## config.mk

```make
export PLATFORM = sky130hd
export DESIGN_NAME = sncr_control_regs
export DESIGN_NICKNAME = d
export VERILOG_FILES = /design/src/sncr_pkg.sv /design/src/sncr_cell_if.sv /design/src/sncr_cell_map.sv /design/src/sncr_control_regs.sv /design/src/sncr_nvm_seq.sv
export VERILOG_INCLUDE_DIRS = /design/src /design/src/src
export SDC_FILE = /design/constraint.sdc
export NUM_CORES = 1
export LEC_CHECK = 0
export BUFFER_PORTS_ARGS = -buffer_cell sky130_fd_sc_hd__buf_4
export CELL_PAD_IN_SITES_DETAIL_PLACEMENT = 1
export CELL_PAD_IN_SITES_GLOBAL_PLACEMENT = 2
export CORE_AREA = 2 2 115 117
export DETAILED_ROUTE_END_ITERATION = 16
export DIE_AREA = 0 0 117 119
export MAX_ROUTING_LAYER = met4
export PLACE_DENSITY_LB_ADDON = 0.1
export SYNTH_ARGS = -nofsm -noshare
export SYNTH_HDL_FRONTEND = slang
export SYNTH_SLANG_ARGS = --single-unit
export TNS_END_PERCENT = 10
```

## constraint.sdc

```tcl
create_clock -name CLK -period 3.1 [get_ports CLK]
set_clock_uncertainty 0.2 [all_clocks]
set_input_delay 0.155 -clock CLK [delete_from_list [all_inputs] [get_ports CLK]]
set_output_delay 0.155 -clock CLK [all_outputs]
set_load 0.1 [all_outputs]
```

## src/sncr_defs.svh

```systemverilog
`ifndef SNCR_DEFS_SVH
`define SNCR_DEFS_SVH

// ----------------------------------------------------------------
// register offsets
// ----------------------------------------------------------------
`define SNCR_OFF_NODE_ID 8'h0a
`define SNCR_OFF_GROUP 8'h0b
`define SNCR_OFF_CTRL 8'h0c
`define SNCR_OFF_CELLS 8'h0d

// ----------------------------------------------------------------
// device control bit positions
// ----------------------------------------------------------------
`define SNCR_BIT_SOFT_RESET 7
`define SNCR_BIT_SHUTDOWN 6
`define SNCR_BIT_WAKE 5
`define SNCR_BIT_NVM_SAVE 4
`define SNCR_BIT_ADDR_ASSIGN 3

// ----------------------------------------------------------------
// field widths and reset values
// ----------------------------------------------------------------
`define SNCR_GROUP_W 4
`define SNCR_NODE_W 5
`define SNCR_COUNT_W 5
`define SNCR_MAX_CELLS 16
`define SNCR_GROUP_HIGH 4'h0
`define SNCR_RST_GROUP 4'h0
`define SNCR_RST_NODE 5'h00
`define SNCR_RST_COUNT 5'h10
`define SNCR_UNMAPPED_DATA 8'h00

// ----------------------------------------------------------------
// nonvolatile save unlock keys
// ----------------------------------------------------------------
`define SNCR_KEY_A 32'h8c2db194
`define SNCR_KEY_B 32'ha375e60f

`endif

```

## src/sncr_pkg.sv

```systemverilog
package sncr_pkg;
    // ----------------------------------------------------------------
    // shared types
    // ----------------------------------------------------------------
    typedef logic [4:0] sncr_count_type;
    typedef logic [15:0] sncr_mask_type;
    typedef logic [7:0] sncr_byte_type;
    typedef logic [31:0] sncr_key_type;
    typedef enum logic [1:0] {
        SNCR_NVM_IDLE = 2'b01,
        SNCR_NVM_BURN = 2'b10
    } sncr_nvm_state_type;
endpackage
```

## src/sncr_cell_if.sv

```systemverilog
`timescale 1ns/1ps
// active cell count out to the channel map, masks back
interface sncr_cell_if;
    import sncr_pkg::*;
    sncr_count_type count;
    sncr_mask_type enable;
    sncr_count_type idle;
    modport map (input count, output enable, output idle);
    modport user (output count, input enable, input idle);
endinterface

```

## src/sncr_cell_map.sv

```systemverilog
`timescale 1ns/1ps
`include "sncr_defs.svh"
module sncr_cell_map #(
    parameter int N_CELLS = `SNCR_MAX_CELLS
) (
    sncr_cell_if.map cells
);
    import sncr_pkg::*;

    // ----------------------------------------------------------------
    // channel enable and idle channel
    // ----------------------------------------------------------------
    // channels drop from the top, so channel i is used when i < count;
    // reserved counts above the limit simply leave every channel on
    function automatic sncr_mask_type enable_of(input sncr_count_type cnt);
        sncr_mask_type m;
        m = '0;
        for (int i = 0; i < N_CELLS; i++) begin
            m[i] = (i < int'(cnt));
        end
        return m;
    endfunction

    // idle channel is numbered from one; a count of zero rests on the first input
    always_comb begin
        cells.enable = enable_of(cells.count);
        cells.idle = (cells.count == 5'h00) ? 5'h01 : cells.count;
    end
endmodule

```

## src/sncr_control_regs.sv

```systemverilog
`timescale 1ns/1ps
`include "sncr_defs.svh"
module sncr_control_regs (
    input wire logic CLK,
    input wire logic RESET,
    input wire sncr_pkg::sncr_byte_type REG_ADDR,
    input wire sncr_pkg::sncr_byte_type REG_WDATA,
    input wire logic REG_WR,
    input wire logic REG_RD,
    output sncr_pkg::sncr_byte_type REG_RDATA,
    output logic REG_RVALID,
    input wire logic GROUP_CHECK,
    input wire sncr_pkg::sncr_byte_type GROUP_MATCH_VALUE_IN,
    output logic GROUP_HIT,
    input wire logic ADDR_SEL,
    input wire sncr_pkg::sncr_count_type GPIO_ADDR,
    input wire logic FRAME_RX,
    output sncr_pkg::sncr_count_type NODE_ID,
    output logic AUTO_ADDR_MODE,
    output logic SOFT_RESET_PULSE,
    output logic SHUTDOWN_REQ,
    input wire logic WAKE_DONE,
    output logic WAKE_TONE_START,
    output logic UPSTREAM_BLOCK,
    input wire sncr_pkg::sncr_key_type UNLOCK_KEY_A,
    input wire sncr_pkg::sncr_key_type UNLOCK_KEY_B,
    input wire logic NVM_DONE,
    output logic NVM_PROGRAM_START,
    output logic NVM_BUSY,
    input wire sncr_pkg::sncr_mask_type OV_RAW,
    input wire sncr_pkg::sncr_mask_type UV_RAW,
    output sncr_pkg::sncr_mask_type OV_FAULT,
    output sncr_pkg::sncr_mask_type UV_FAULT,
    output sncr_pkg::sncr_mask_type CELL_ENABLE,
    output sncr_pkg::sncr_count_type IDLE_CHANNEL
);
    import sncr_pkg::*;

    // ----------------------------------------------------------------
    // declarations
    // ----------------------------------------------------------------
    logic rst_int;
    logic soft_reg, soft_next;
    logic [3:0] group_reg, group_next;
    sncr_count_type count_reg, count_next;
    sncr_count_type node_reg, node_next;
    logic auto_reg, auto_next;
    logic shut_reg, shut_next;
    logic wake_reg, wake_next;
    logic wake_start_reg, wake_start_next;
    logic hit_reg, hit_next;
    sncr_byte_type rdata_reg, rdata_next;
    logic rvalid_reg, rvalid_next;
    sncr_mask_type ov_reg, ov_next, uv_reg, uv_next;
    sncr_mask_type en_reg, en_next;
    sncr_count_type idle_reg, idle_next;
    logic wr_ctrl, wr_group, wr_cells, wr_node;
    logic nvm_busy, nvm_start;
    logic gpio_load, auto_set;
    sncr_byte_type ctrl_view;

    // ----------------------------------------------------------------
    // register bus decode
    // ----------------------------------------------------------------
    function automatic logic wr_hit(input logic wr, input sncr_byte_type a, input sncr_byte_type off);
        return wr && (a == off);
    endfunction

    // soft reinit acts one cycle after its write, so the write itself completes cleanly
    assign rst_int = RESET || soft_reg;
    assign wr_ctrl = wr_hit(REG_WR, REG_ADDR, `SNCR_OFF_CTRL);
    assign wr_group = wr_hit(REG_WR, REG_ADDR, `SNCR_OFF_GROUP);
    assign wr_cells = wr_hit(REG_WR, REG_ADDR, `SNCR_OFF_CELLS);
    assign wr_node = wr_hit(REG_WR, REG_ADDR, `SNCR_OFF_NODE_ID);
    assign gpio_load = wr_ctrl && REG_WDATA[`SNCR_BIT_ADDR_ASSIGN] && !ADDR_SEL;
    assign auto_set = wr_ctrl && REG_WDATA[`SNCR_BIT_ADDR_ASSIGN] && ADDR_SEL;

    // ----------------------------------------------------------------
    // submodules
    // ----------------------------------------------------------------
    sncr_cell_if cells();
    assign cells.count = count_reg;

    sncr_cell_map #(.N_CELLS(`SNCR_MAX_CELLS)) u_map (
        .cells(cells)
    );

    // host must keep the keys and link timeout set up before a save
    sncr_nvm_seq u_nvm (
        .clk(CLK),
        .rst(rst_int),
        .req(wr_ctrl && REG_WDATA[`SNCR_BIT_NVM_SAVE]),
        .key_a(UNLOCK_KEY_A),
        .key_b(UNLOCK_KEY_B),
        .done(NVM_DONE),
        .busy(nvm_busy),
        .start(nvm_start)
    );

    // ----------------------------------------------------------------
    // configuration registers
    // ----------------------------------------------------------------
    // reserved bits are not stored, so nonzero writes there have no effect
    always_comb begin
        group_next = group_reg;
        count_next = count_reg;
        node_next = node_reg;
        if (wr_group) begin
            group_next = REG_WDATA[3:0];
        end
        if (wr_cells) begin
            count_next = REG_WDATA[4:0];
        end
        // the select itself never touches the id; only explicit loads do
        if (gpio_load) begin
            node_next = GPIO_ADDR;
        end else if (wr_node && auto_reg) begin
            node_next = REG_WDATA[4:0];
        end
    end

    always_ff @(posedge CLK) begin
        if (rst_int) begin
            group_reg <= `SNCR_RST_GROUP;
            count_reg <= `SNCR_RST_COUNT;
            node_reg <= `SNCR_RST_NODE;
        end else begin
            group_reg <= group_next;
            count_reg <= count_next;
            node_reg <= node_next;
        end
    end

    // ----------------------------------------------------------------
    // device control actions
    // ----------------------------------------------------------------
    // a new auto set beats a frame clear in the same cycle; a wake request while the block is up is dropped, even as WAKE_DONE clears it
    always_comb begin
        auto_next = auto_reg;
        if (auto_set) begin
            auto_next = 1'b1;
        end else if (FRAME_RX || gpio_load) begin
            auto_next = 1'b0;
        end
        shut_next = shut_reg || (wr_ctrl && REG_WDATA[`SNCR_BIT_SHUTDOWN]);
        wake_start_next = wr_ctrl && REG_WDATA[`SNCR_BIT_WAKE] && !wake_reg;
        wake_next = wake_reg;
        if (wake_start_next) begin
            wake_next = 1'b1;
        end else if (WAKE_DONE && !wake_start_reg) begin
            wake_next = 1'b0;
        end
    end

    // soft pulse is cleared by the hard reset only, it is what drives the soft one
    always_ff @(posedge CLK) begin
        if (RESET) begin
            soft_reg <= 1'b0;
        end else begin
            soft_reg <= soft_next;
        end
    end

    assign soft_next = wr_ctrl && REG_WDATA[`SNCR_BIT_SOFT_RESET] && !soft_reg;

    always_ff @(posedge CLK) begin
        if (rst_int) begin
            auto_reg <= 1'b0;
            shut_reg <= 1'b0;
            wake_reg <= 1'b0;
            wake_start_reg <= 1'b0;
        end else begin
            auto_reg <= auto_next;
            shut_reg <= shut_next;
            wake_reg <= wake_next;
            wake_start_reg <= wake_start_next;
        end
    end

    // ----------------------------------------------------------------
    // read path and group match
    // ----------------------------------------------------------------
    // assign bit shows only auto mode; in gpio mode it is a pure strobe
    always_comb begin
        ctrl_view = 8'h00;
        ctrl_view[`SNCR_BIT_WAKE] = wake_reg;
        ctrl_view[`SNCR_BIT_NVM_SAVE] = nvm_busy;
        ctrl_view[`SNCR_BIT_ADDR_ASSIGN] = auto_reg;
        rvalid_next = REG_RD;
        rdata_next = `SNCR_UNMAPPED_DATA;
        if (REG_RD) begin
            unique case (REG_ADDR)
                `SNCR_OFF_NODE_ID: rdata_next = {3'h0, node_reg};
                `SNCR_OFF_GROUP: rdata_next = {4'h0, group_reg};
                `SNCR_OFF_CTRL: rdata_next = ctrl_view;
                `SNCR_OFF_CELLS: rdata_next = {3'h0, count_reg};
                default: rdata_next = `SNCR_UNMAPPED_DATA;
            endcase
        end
        hit_next = GROUP_CHECK && (GROUP_MATCH_VALUE_IN == {`SNCR_GROUP_HIGH, group_reg});
    end

    always_ff @(posedge CLK) begin
        if (rst_int) begin
            rdata_reg <= 8'h00;
            rvalid_reg <= 1'b0;
            hit_reg <= 1'b0;
        end else begin
            rdata_reg <= rdata_next;
            rvalid_reg <= rvalid_next;
            hit_reg <= hit_next;
        end
    end

    // ----------------------------------------------------------------
    // channel masking
    // ----------------------------------------------------------------
    // faults are registered so a count change masks on the next edge, never glitching
    always_comb begin
        en_next = cells.enable;
        idle_next = cells.idle;
        ov_next = OV_RAW & cells.enable;
        uv_next = UV_RAW & cells.enable;
    end

    always_ff @(posedge CLK) begin
        if (rst_int) begin
            en_reg <= '0;
            idle_reg <= 5'h00;
            ov_reg <= '0;
            uv_reg <= '0;
        end else begin
            en_reg <= en_next;
            idle_reg <= idle_next;
            ov_reg <= ov_next;
            uv_reg <= uv_next;
        end
    end

    // ----------------------------------------------------------------
    // outputs
    // ----------------------------------------------------------------
    assign REG_RDATA = rdata_reg;
    assign REG_RVALID = rvalid_reg;
    assign GROUP_HIT = hit_reg;
    assign NODE_ID = node_reg;
    assign AUTO_ADDR_MODE = auto_reg;
    assign SOFT_RESET_PULSE = soft_reg;
    assign SHUTDOWN_REQ = shut_reg;
    assign WAKE_TONE_START = wake_start_reg;
    assign UPSTREAM_BLOCK = wake_reg;
    assign NVM_PROGRAM_START = nvm_start;
    assign NVM_BUSY = nvm_busy;
    assign OV_FAULT = ov_reg;
    assign UV_FAULT = uv_reg;
    assign CELL_ENABLE = en_reg;
    assign IDLE_CHANNEL = idle_reg;

    // ----------------------------------------------------------------
    // assertions
    // ----------------------------------------------------------------
    property p_group_high;
        @(posedge CLK) disable iff (rst_int)
        (GROUP_CHECK && GROUP_MATCH_VALUE_IN[7:4] != 4'h0) |=> !GROUP_HIT;
    endproperty
    a_group_high: assert property (p_group_high) else $error("group hit with high nibble set");

    property p_soft_reset;
        @(posedge CLK) disable iff (RESET)
        (wr_ctrl && REG_WDATA[7] && !soft_reg) |=> SOFT_RESET_PULSE ##1 (!SOFT_RESET_PULSE && !SHUTDOWN_REQ
            && NODE_ID == 5'h00 && !UPSTREAM_BLOCK);
    endproperty
    a_soft_reset: assert property (p_soft_reset) else $error("soft reinit did not reset state");

    property p_ctrl_bit7;
        @(posedge CLK) disable iff (RESET)
        REG_RVALID |-> !(REG_RDATA[7] && $past(REG_ADDR) == `SNCR_OFF_CTRL);
    endproperty
    a_ctrl_bit7: assert property (p_ctrl_bit7) else $error("reinit bit read as one");

    property p_shutdown;
        @(posedge CLK) disable iff (rst_int)
        (wr_ctrl && REG_WDATA[6]) |=> SHUTDOWN_REQ [*2];
    endproperty
    a_shutdown: assert property (p_shutdown) else $error("shutdown request not held");

    property p_wake_start;
        @(posedge CLK) disable iff (rst_int)
        (wr_ctrl && REG_WDATA[5] && !UPSTREAM_BLOCK) |=> (WAKE_TONE_START && UPSTREAM_BLOCK) ##1 !WAKE_TONE_START;
    endproperty
    a_wake_start: assert property (p_wake_start) else $error("wake tone not started");

    property p_wake_hold;
        @(posedge CLK) disable iff (rst_int)
        (UPSTREAM_BLOCK && !WAKE_DONE && !SOFT_RESET_PULSE) |=> UPSTREAM_BLOCK;
    endproperty
    a_wake_hold: assert property (p_wake_hold) else $error("upstream unblocked before tone done");

    property p_wake_done;
        @(posedge CLK) disable iff (rst_int)
        (UPSTREAM_BLOCK && WAKE_DONE && !WAKE_TONE_START && !(wr_ctrl && REG_WDATA[5])) |=> !UPSTREAM_BLOCK;
    endproperty
    a_wake_done: assert property (p_wake_done) else $error("wake bit stuck after tone done");

    property p_gpio_addr;
        @(posedge CLK) disable iff (rst_int)
        gpio_load |=> (NODE_ID == $past(GPIO_ADDR) && !AUTO_ADDR_MODE);
    endproperty
    a_gpio_addr: assert property (p_gpio_addr) else $error("gpio address not loaded");

    property p_auto_frame;
        @(posedge CLK) disable iff (rst_int)
        (AUTO_ADDR_MODE && FRAME_RX && !auto_set) |=> !AUTO_ADDR_MODE;
    endproperty
    a_auto_frame: assert property (p_auto_frame) else $error("auto mode survived a frame");

    property p_node_locked;
        @(posedge CLK) disable iff (rst_int)
        (!AUTO_ADDR_MODE && !gpio_load && !SOFT_RESET_PULSE) |=> $stable(NODE_ID);
    endproperty
    a_node_locked: assert property (p_node_locked) else $error("node id changed while locked");

    property p_sel_keeps_id;
        @(posedge CLK) disable iff (rst_int)
        ($changed(ADDR_SEL) && !REG_WR) |=> $stable(NODE_ID);
    endproperty
    a_sel_keeps_id: assert property (p_sel_keeps_id) else $error("select change moved node id");

    property p_enable_count;
        @(posedge CLK) disable iff (rst_int)
        (wr_cells && REG_WDATA[4:0] <= 5'h10) ##1 !wr_cells |=> ($countones(CELL_ENABLE) == int'(count_reg));
    endproperty
    a_enable_count: assert property (p_enable_count) else $error("enabled channels differ from count");

    property p_idle;
        @(posedge CLK) disable iff (rst_int) (!SOFT_RESET_PULSE && !wr_cells && $stable(count_reg))
        |=> (IDLE_CHANNEL == ((count_reg == 5'h00) ? 5'h01 : count_reg));
    endproperty
    a_idle: assert property (p_idle) else $error("idle channel wrong");

    property p_fault_mask;
        @(posedge CLK) disable iff (rst_int)
        ((OV_FAULT | UV_FAULT) & ~CELL_ENABLE) == 16'h0000;
    endproperty
    a_fault_mask: assert property (p_fault_mask) else $error("fault on unused channel");
endmodule

```

## src/sncr_nvm_seq.sv

```systemverilog
`timescale 1ns/1ps
`include "sncr_defs.svh"
module sncr_nvm_seq (
    input wire logic clk,
    input wire logic rst,
    input wire logic req,
    input wire sncr_pkg::sncr_key_type key_a,
    input wire sncr_pkg::sncr_key_type key_b,
    input wire logic done,
    output logic busy,
    output logic start
);
    import sncr_pkg::*;

    sncr_nvm_state_type state_reg, state_next;
    logic start_reg, start_next;
    logic unlocked;

    // ----------------------------------------------------------------
    // save sequencer
    // ----------------------------------------------------------------
    assign unlocked = (key_a == `SNCR_KEY_A) && (key_b == `SNCR_KEY_B);

    // a request while burning is dropped: restarting mid-cycle could corrupt the array
    always_comb begin
        state_next = state_reg;
        start_next = 1'b0;
        unique case (state_reg)
            SNCR_NVM_IDLE: begin
                if (req && unlocked) begin
                    state_next = SNCR_NVM_BURN;
                    start_next = 1'b1;
                end
            end
            SNCR_NVM_BURN: begin
                if (done && !start_reg) begin
                    state_next = SNCR_NVM_IDLE;
                end
            end
            default: begin
                state_next = SNCR_NVM_IDLE;
            end
        endcase
    end

    always_ff @(posedge clk) begin
        if (rst) begin
            state_reg <= SNCR_NVM_IDLE;
            start_reg <= 1'b0;
        end else begin
            state_reg <= state_next;
            start_reg <= start_next;
        end
    end

    assign busy = (state_reg == SNCR_NVM_BURN);
    assign start = start_reg;

    property p_nvm_locked;
        @(posedge clk) disable iff (rst)
        (req && !unlocked) |=> !start;
    endproperty
    a_nvm_locked: assert property (p_nvm_locked) else $error("save started with wrong keys");

    property p_nvm_busy;
        @(posedge clk) disable iff (rst)
        (start || (busy && !done)) |-> busy ##1 busy;
    endproperty
    a_nvm_busy: assert property (p_nvm_busy) else $error("save bit not busy during burn");
endmodule

```

== Word level (Yosys, flattened, before mapping) ==
Cells that the tools add are included.

* Flip-flop bits (word level): 85
* Memory bits (writable): 0
* Latch bits: 0
* Memories: 0
* Memory bits (read-only): 0

* Eq/ne operators: 11
* Add/subtract/negate cells: 0
* Divide/modulo/power cells: 0
* Magnitude comparators: 16
* Mux-type cells: 12
* Multipliers: 0
* Bitwise operators: 4
* Shift operators: 0
* Reductions and logical operators: 35

{| class="wikitable"
|+ Operators by type and width
! kind !! number
|-
| == test 32 bit (second input constant) || 2
|-
| less-than comparator 4 x 5 -> 1 bit (first input constant) || 8
|-
| bitwise AND 16 bit || 2
|-
| == test 8 x 4 -> 1 bit (second input constant) || 4
|-
| one-hot mux 6 bit (4 select lines) || 1
|-
| less-than comparator 3 x 5 -> 1 bit (first input constant) || 4
|-
| logical AND 1 bit || 19
|-
| less-than comparator 1 x 5 -> 1 bit (first input constant) || 2
|-
| less-than comparator 2 x 5 -> 1 bit (first input constant) || 2
|-
| 2-to-1 mux 5 bit || 2
|-
| == test 8 x 4 -> 1 bit || 1
|-
| 2-to-1 mux 1 bit || 6
|-
| nonzero test 2 bit || 3
|-
| OR reduction 2 bit || 3
|-
| logical NOT 1 bit || 5
|-
| logical NOT 5 bit || 1
|-
| 2-to-1 mux 2 bit || 2
|-
| inequality test 2 x 1 -> 1 bit (second input constant) || 2
|-
| one-hot mux 2 bit (2 select lines) || 1
|-
| logical OR 1 bit || 3
|-
| == test 2 x 1 -> 1 bit (second input constant) || 1
|-
| == test 2 bit (second input constant) || 1
|-
| NOT 1 bit || 2
|-
| AND reduction 2 bit || 1
|}

== Depth between registers and ports, before layout ==
* Depth in word-level cells: 7
* Mapped depth: 6

== Hierarchy ==
From an unflattened synthesis, not the netlist that was laid out.

* Cells, all modules: 307
* Area total of the unflattened synthesis: 3130.5 um^2

{| class="wikitable"
|+ Modules (own cells, without submodules)
! module !! times used !! seq. area each (um^2) !! area each (um^2) !! cells each
|-
| sncr_control_regs || 1 || 1601.5 || 2620.0 || 240
|-
| sncr_nvm_seq || 1 || 60.1 || 326.6 || 33
|-
| sncr_cell_map || 1 || 0.0 || 183.9 || 34
|}

== Least setup slack after synthesis ==
Ideal clock, no wire load.

* Path kind: register -> register
* Start: register u_nvm.state_reg[1]
* End: register rdata_reg[4] (netlist: REG_RDATA[4])
* Cell stages (with the launch flop): 5
* Slack: 606 ps
* Data required time: 2833 ps
* Setup time: 67 ps
* Arrival: 2228 ps
* Period minus slack after synthesis: 2494 ps
* Path through: dfxtp_1 -> nor2b_1 -> mux2_2 -> a31oi_1 -> nor2_1

* Word-level cells in the longest chain between the ends: 2

{| class="wikitable"
|+ Ends and longest elaborated chain
! item !! RTL line !! RTL
|-
| start: declaration || sncr_nvm_seq.sv:15 || <nowiki>sncr_nvm_state_type state_reg, state_next;</nowiki>
|-
| start signal: assignment || sncr_nvm_seq.sv:51 || <nowiki>state_reg <= state_next;</nowiki>
|-
| == test 2 bit || sncr_nvm_seq.sv:56 || <nowiki>assign busy = (state_reg == SNCR_NVM_BURN);</nowiki>
|-
| via NVM_BUSY || sncr_control_regs.sv:29 || <nowiki>output logic NVM_BUSY,</nowiki>
|-
| one-hot mux 6 bit (4 select lines) || sncr_control_regs.sv:192 || <nowiki>unique case (REG_ADDR)</nowiki>
|-
| end signal: assignment || sncr_control_regs.sv:209 || <nowiki>rdata_reg <= rdata_next;</nowiki>
|-
| end: declaration || sncr_control_regs.sv:52 || <nowiki>sncr_byte_type rdata_reg, rdata_next;</nowiki>
|}

The timed path passes the listed nets, and every way through them passes these cells.
A chain may end at the register's enable or synchronous reset.

== Worst setup path after layout ==
* Start: input UNLOCK_KEY_A[24]
* End: register u_nvm.start_reg (netlist: u_nvm.start)

* Word-level cells in the longest chain between the ends: 4

{| class="wikitable"
|+ Ends and longest elaborated chain
! item !! RTL line !! RTL
|-
| start: declaration || sncr_control_regs.sv:25 || <nowiki>input wire sncr_pkg::sncr_key_type UNLOCK_KEY_A,</nowiki>
|-
| == test 32 bit (no source line) || - ||
|-
| logical AND 1 bit || sncr_nvm_seq.sv:22 || <nowiki>assign unlocked = (key_a == `SNCR_KEY_A) && (key_b == `SNCR_KEY_B);</nowiki>
|-
| logical AND 1 bit || sncr_nvm_seq.sv:30 || <nowiki>if (req && unlocked) begin</nowiki>
|-
| 2-to-1 mux 1 bit || sncr_nvm_seq.sv:30 ||
|-
| end signal: assignment || sncr_nvm_seq.sv:52 || <nowiki>start_reg <= start_next;</nowiki>
|-
| end: declaration || sncr_nvm_seq.sv:16 || <nowiki>logic start_reg, start_next;</nowiki>
|}

No other way between the ends.

==> results by group <==
Run status
  – Status: completed

Floorplanning
  – Die Ht: 119 um
  – Cell row count: 42
  – Core area: 0.0129 mm^2
  – Die width: 117 um
  – # IOs: 209
  – Die Area: 0.0139 mm^2
  – Initial Utilization: 0.234

Timing
  – Slew headroom: 0.629
  – Final setup fails: 0
  – Period utilisation layout: 0.967
  – Max Clk Rate: 334 MHz
  – Min Tclk post-route: 3000 ps
  – Unrepaired setup endpoints after global routing: false
  – Slew Limit Fails: 0
  – Setup TNS: 0 ps
  – Fin. Hold Viols: 0
  – Fin worst setup slack: 103 ps
  – Worst-margin pin slew: 552 ps

Worst setup path
  – FF-to-FF Start: u_nvm.state_reg[0]
  – Critical path fanouts, max: 3
  – Crit Path Category: in -> reg
  – WP data required: 3190 ps
  – Reg2reg end: u_nvm.start
  – R2r worst-path depth: 6
  – Data arrival, critical path: 3080 ps
  – Startpoint types: primary input
  – Crit path capture type: flip-flop
  – Reg2reg setup slack: 310 ps

Final layout
  – Layout filler cell count: 1480
  – Area growth from synthesis to layout: 86.8%
  – Reg area: 0.00166 mm^2
  – ANT cells: 0
  – Final nets: 689
  – Share of cells above drive strength 1: 0.421
  – Area of the multi-input gates: 0.00123 mm^2

Synth
  – Ys async rst share: 0
  – Synth Register Bits: 83
  – Avg Cell Area, Syn: 10.4 um^2
  – Yosys warns: 0
  – Sequential share of the synthesized area: 0.552
  – Syn Std Cell Area: 0.00301 mm^2
  – Most frequent cell after synthesis: dfxtp_1
  – Commonest cells in the netlist: dfxtp_1, and2_1, nor2_1
  – Yosys top cell area share: 0.552
  – EDFF count, synth: 0
  – Top FF cell, synth: dfxtp_1
  – Yosys top cell by area: dfxtp_1
  – Synthesized netlist cell count: 290
  – Unique masters post-synth: 55
  – Top cells by area, synth: dfxtp_1, and2_1, mux2i_1

Route
  – Post-DRT Antenna Nets: 0
  – Total number of vias: 3177
  – DRT iter0 DRCs: 73
  – Drt first pass iters: 4
  – Per-cell routed wire length: 15.4 um
  – WL final: 11300 um
  – Remaining DRCs: 0
  – Vias per inst: 4.32

Min path
  – Hold Path Sink: WAKE_TONE_START
  – Min-delay worst type: in -> reg
  – Min-Delay Startpoint: REG_ADDR[6]
  – Hold depth: 4

GRT
  – Gr ovfl total: 0
  – Vias in the first global route: 3491
  – Antenna violations before repair: 0
  – Largest net degree at the start of global routing: 26
  – GRT Overall Usage: 0.168
  – First-pass GRT wire length: 17200 um

Power and ir drop
  – PwrDens: 494 mW/mm^2
  – P_int: 0.00197 W
  – Flop pwr share: 0.400
  – LEAKAGE: 2.52 nW
  – Clock network power share: 0.392
  – Sw frac: 0.290
  – Max VDD drop: 0.214 mV
  – Psw: 0.000807 W
  – Final Power: 0.00278 W
  – Logic pwr share: 0.208

Clock network
  – Clock Path Buffers: 2
  – # H-tree levels: 3
  – Clock Sinks: 83
  – Post-CTS setup repair buffer count: 0
  – Clk_lat worst skew: 340 ps
  – Inserted Clock Buffers: 9
  – Clock slew at reported path FFs: 70 ps
  – CTS Root Cell: clkbuf_16
  – TritonCTS clock tree: done

Placement
  – Dpl ws: 1140 ps
  – GPL Wtd Cong: 0.745
  – Port bufs: 206
  – Post-DP HPWL: 8550 um

Run
  – Max Cap Violations: 0
layout by cell type, fill, tap and decap left out, types with 5 or more instances in the layout:
master / count
a21oi_1: 16
and2_1: 32
and3_1: 5
buf_4: 208
clkbuf_16: 9
dfxtp_1: 83
dlygate4sd3_1: 63
mux2i_1: 13
nand2_1: 6
nand4_1: 5
nand4b_1: 7
nor2_1: 28
nor4_1: 5
o21ai_0: 7
cells by family (layout without fill, tap and decap cells):
logic type | after synthesis | after routing | synth area share
and+or+nand+nor | 123 | 123 | 0.257
AOI/OAI and AO/OA | 44 | 44 | 0.0914
DFF | 83 | 83 | 0.552
other | 1 | 2 | 0.00125
muxes | 14 | 14 | 0.0470
xor gates and xnor gates | 4 | 4 | 0.0116
buffers and inverters | 21 | 290 | 0.0399
how the worst max path moves through the flow:
stage,from,endpoint,slack (ps),cells after the start
after floorplan,u_nvm.state_reg[1],REG_RDATA[4],610,4
after global placement,REG_ADDR[5],NODE_ID[2],1170,5
after detailed placement,REG_ADDR[5],NODE_ID[0],1140,5
after CTS,RESET,u_nvm.start,40,8
after global routing,UNLOCK_KEY_A[24],u_nvm.start,30,8
final,UNLOCK_KEY_A[24],u_nvm.start,100,8
power by group through the flow:
stage	clock [W]	combinational, W	sequential, W
3_3_place_gp	0	0.000521	0.00113
4_1_cts	0.00112	0.000581	0.00111
5_1_grt	0.00117	0.000603	0.00111
6_report	0.00109	0.000578	0.00111
2_1_floorplan	0	0.0000670	0.00139
3_5_place_dp	0	0.000525	0.00114
layout make-up:
cell class / instances / area share
sequential: 83 / 0.296
inverter: 3 / 0.00200
tap: 176 / 0.0392
clock inverter: 5 / 0.0107
timing repair buffer: 271 / 0.390
clock buffer: 11 / 0.0432
multi-input combinational: 187 / 0.220
stage by stage:
step                      std cells  area (um^2)  hold WS [ps]   util
after global routing            736         5620          63.9  0.437
after global placement          657         4690           158  0.364
after CTS                       736         5620          18.1  0.437
after floorplan                 291         3010          76.7      -
after detailed placement        657         4690           161  0.364
final                           736         5620          16.9  0.437
worst max-delay path: stages:
cell and delay (ps):
dlygate4sd3_1 540, buf_4 130, nor4bb_1 250, dlygate4sd3_1 580
nand4b_1 170, dlygate4sd3_1 610, nor2_1 100, dlygate4sd3_1 550
per-layer routing:
| metal | routed length (um) | vias to the layer above | GRT usage |
|---|---|---|---|
| met5 | 0 | - | - |
| met4 | 177 | 0 | 0.0603 |
| met3 | 706 | 16 | 0.0417 |
| met2 | 6010 | 126 | 0.303 |
| met1 | 4450 | 1493 | 0.176 |
| li1 | - | 1542 | - |
timing repair:
action                                  4_1_cts  5_1_grt
gates resized for setup                       0        1
endpoints found under the setup margin        0        1
endpoints found under the hold margin        61        0
hold buffers                                 63        0
Note: power is estimated with default switching activity, not from simulation.
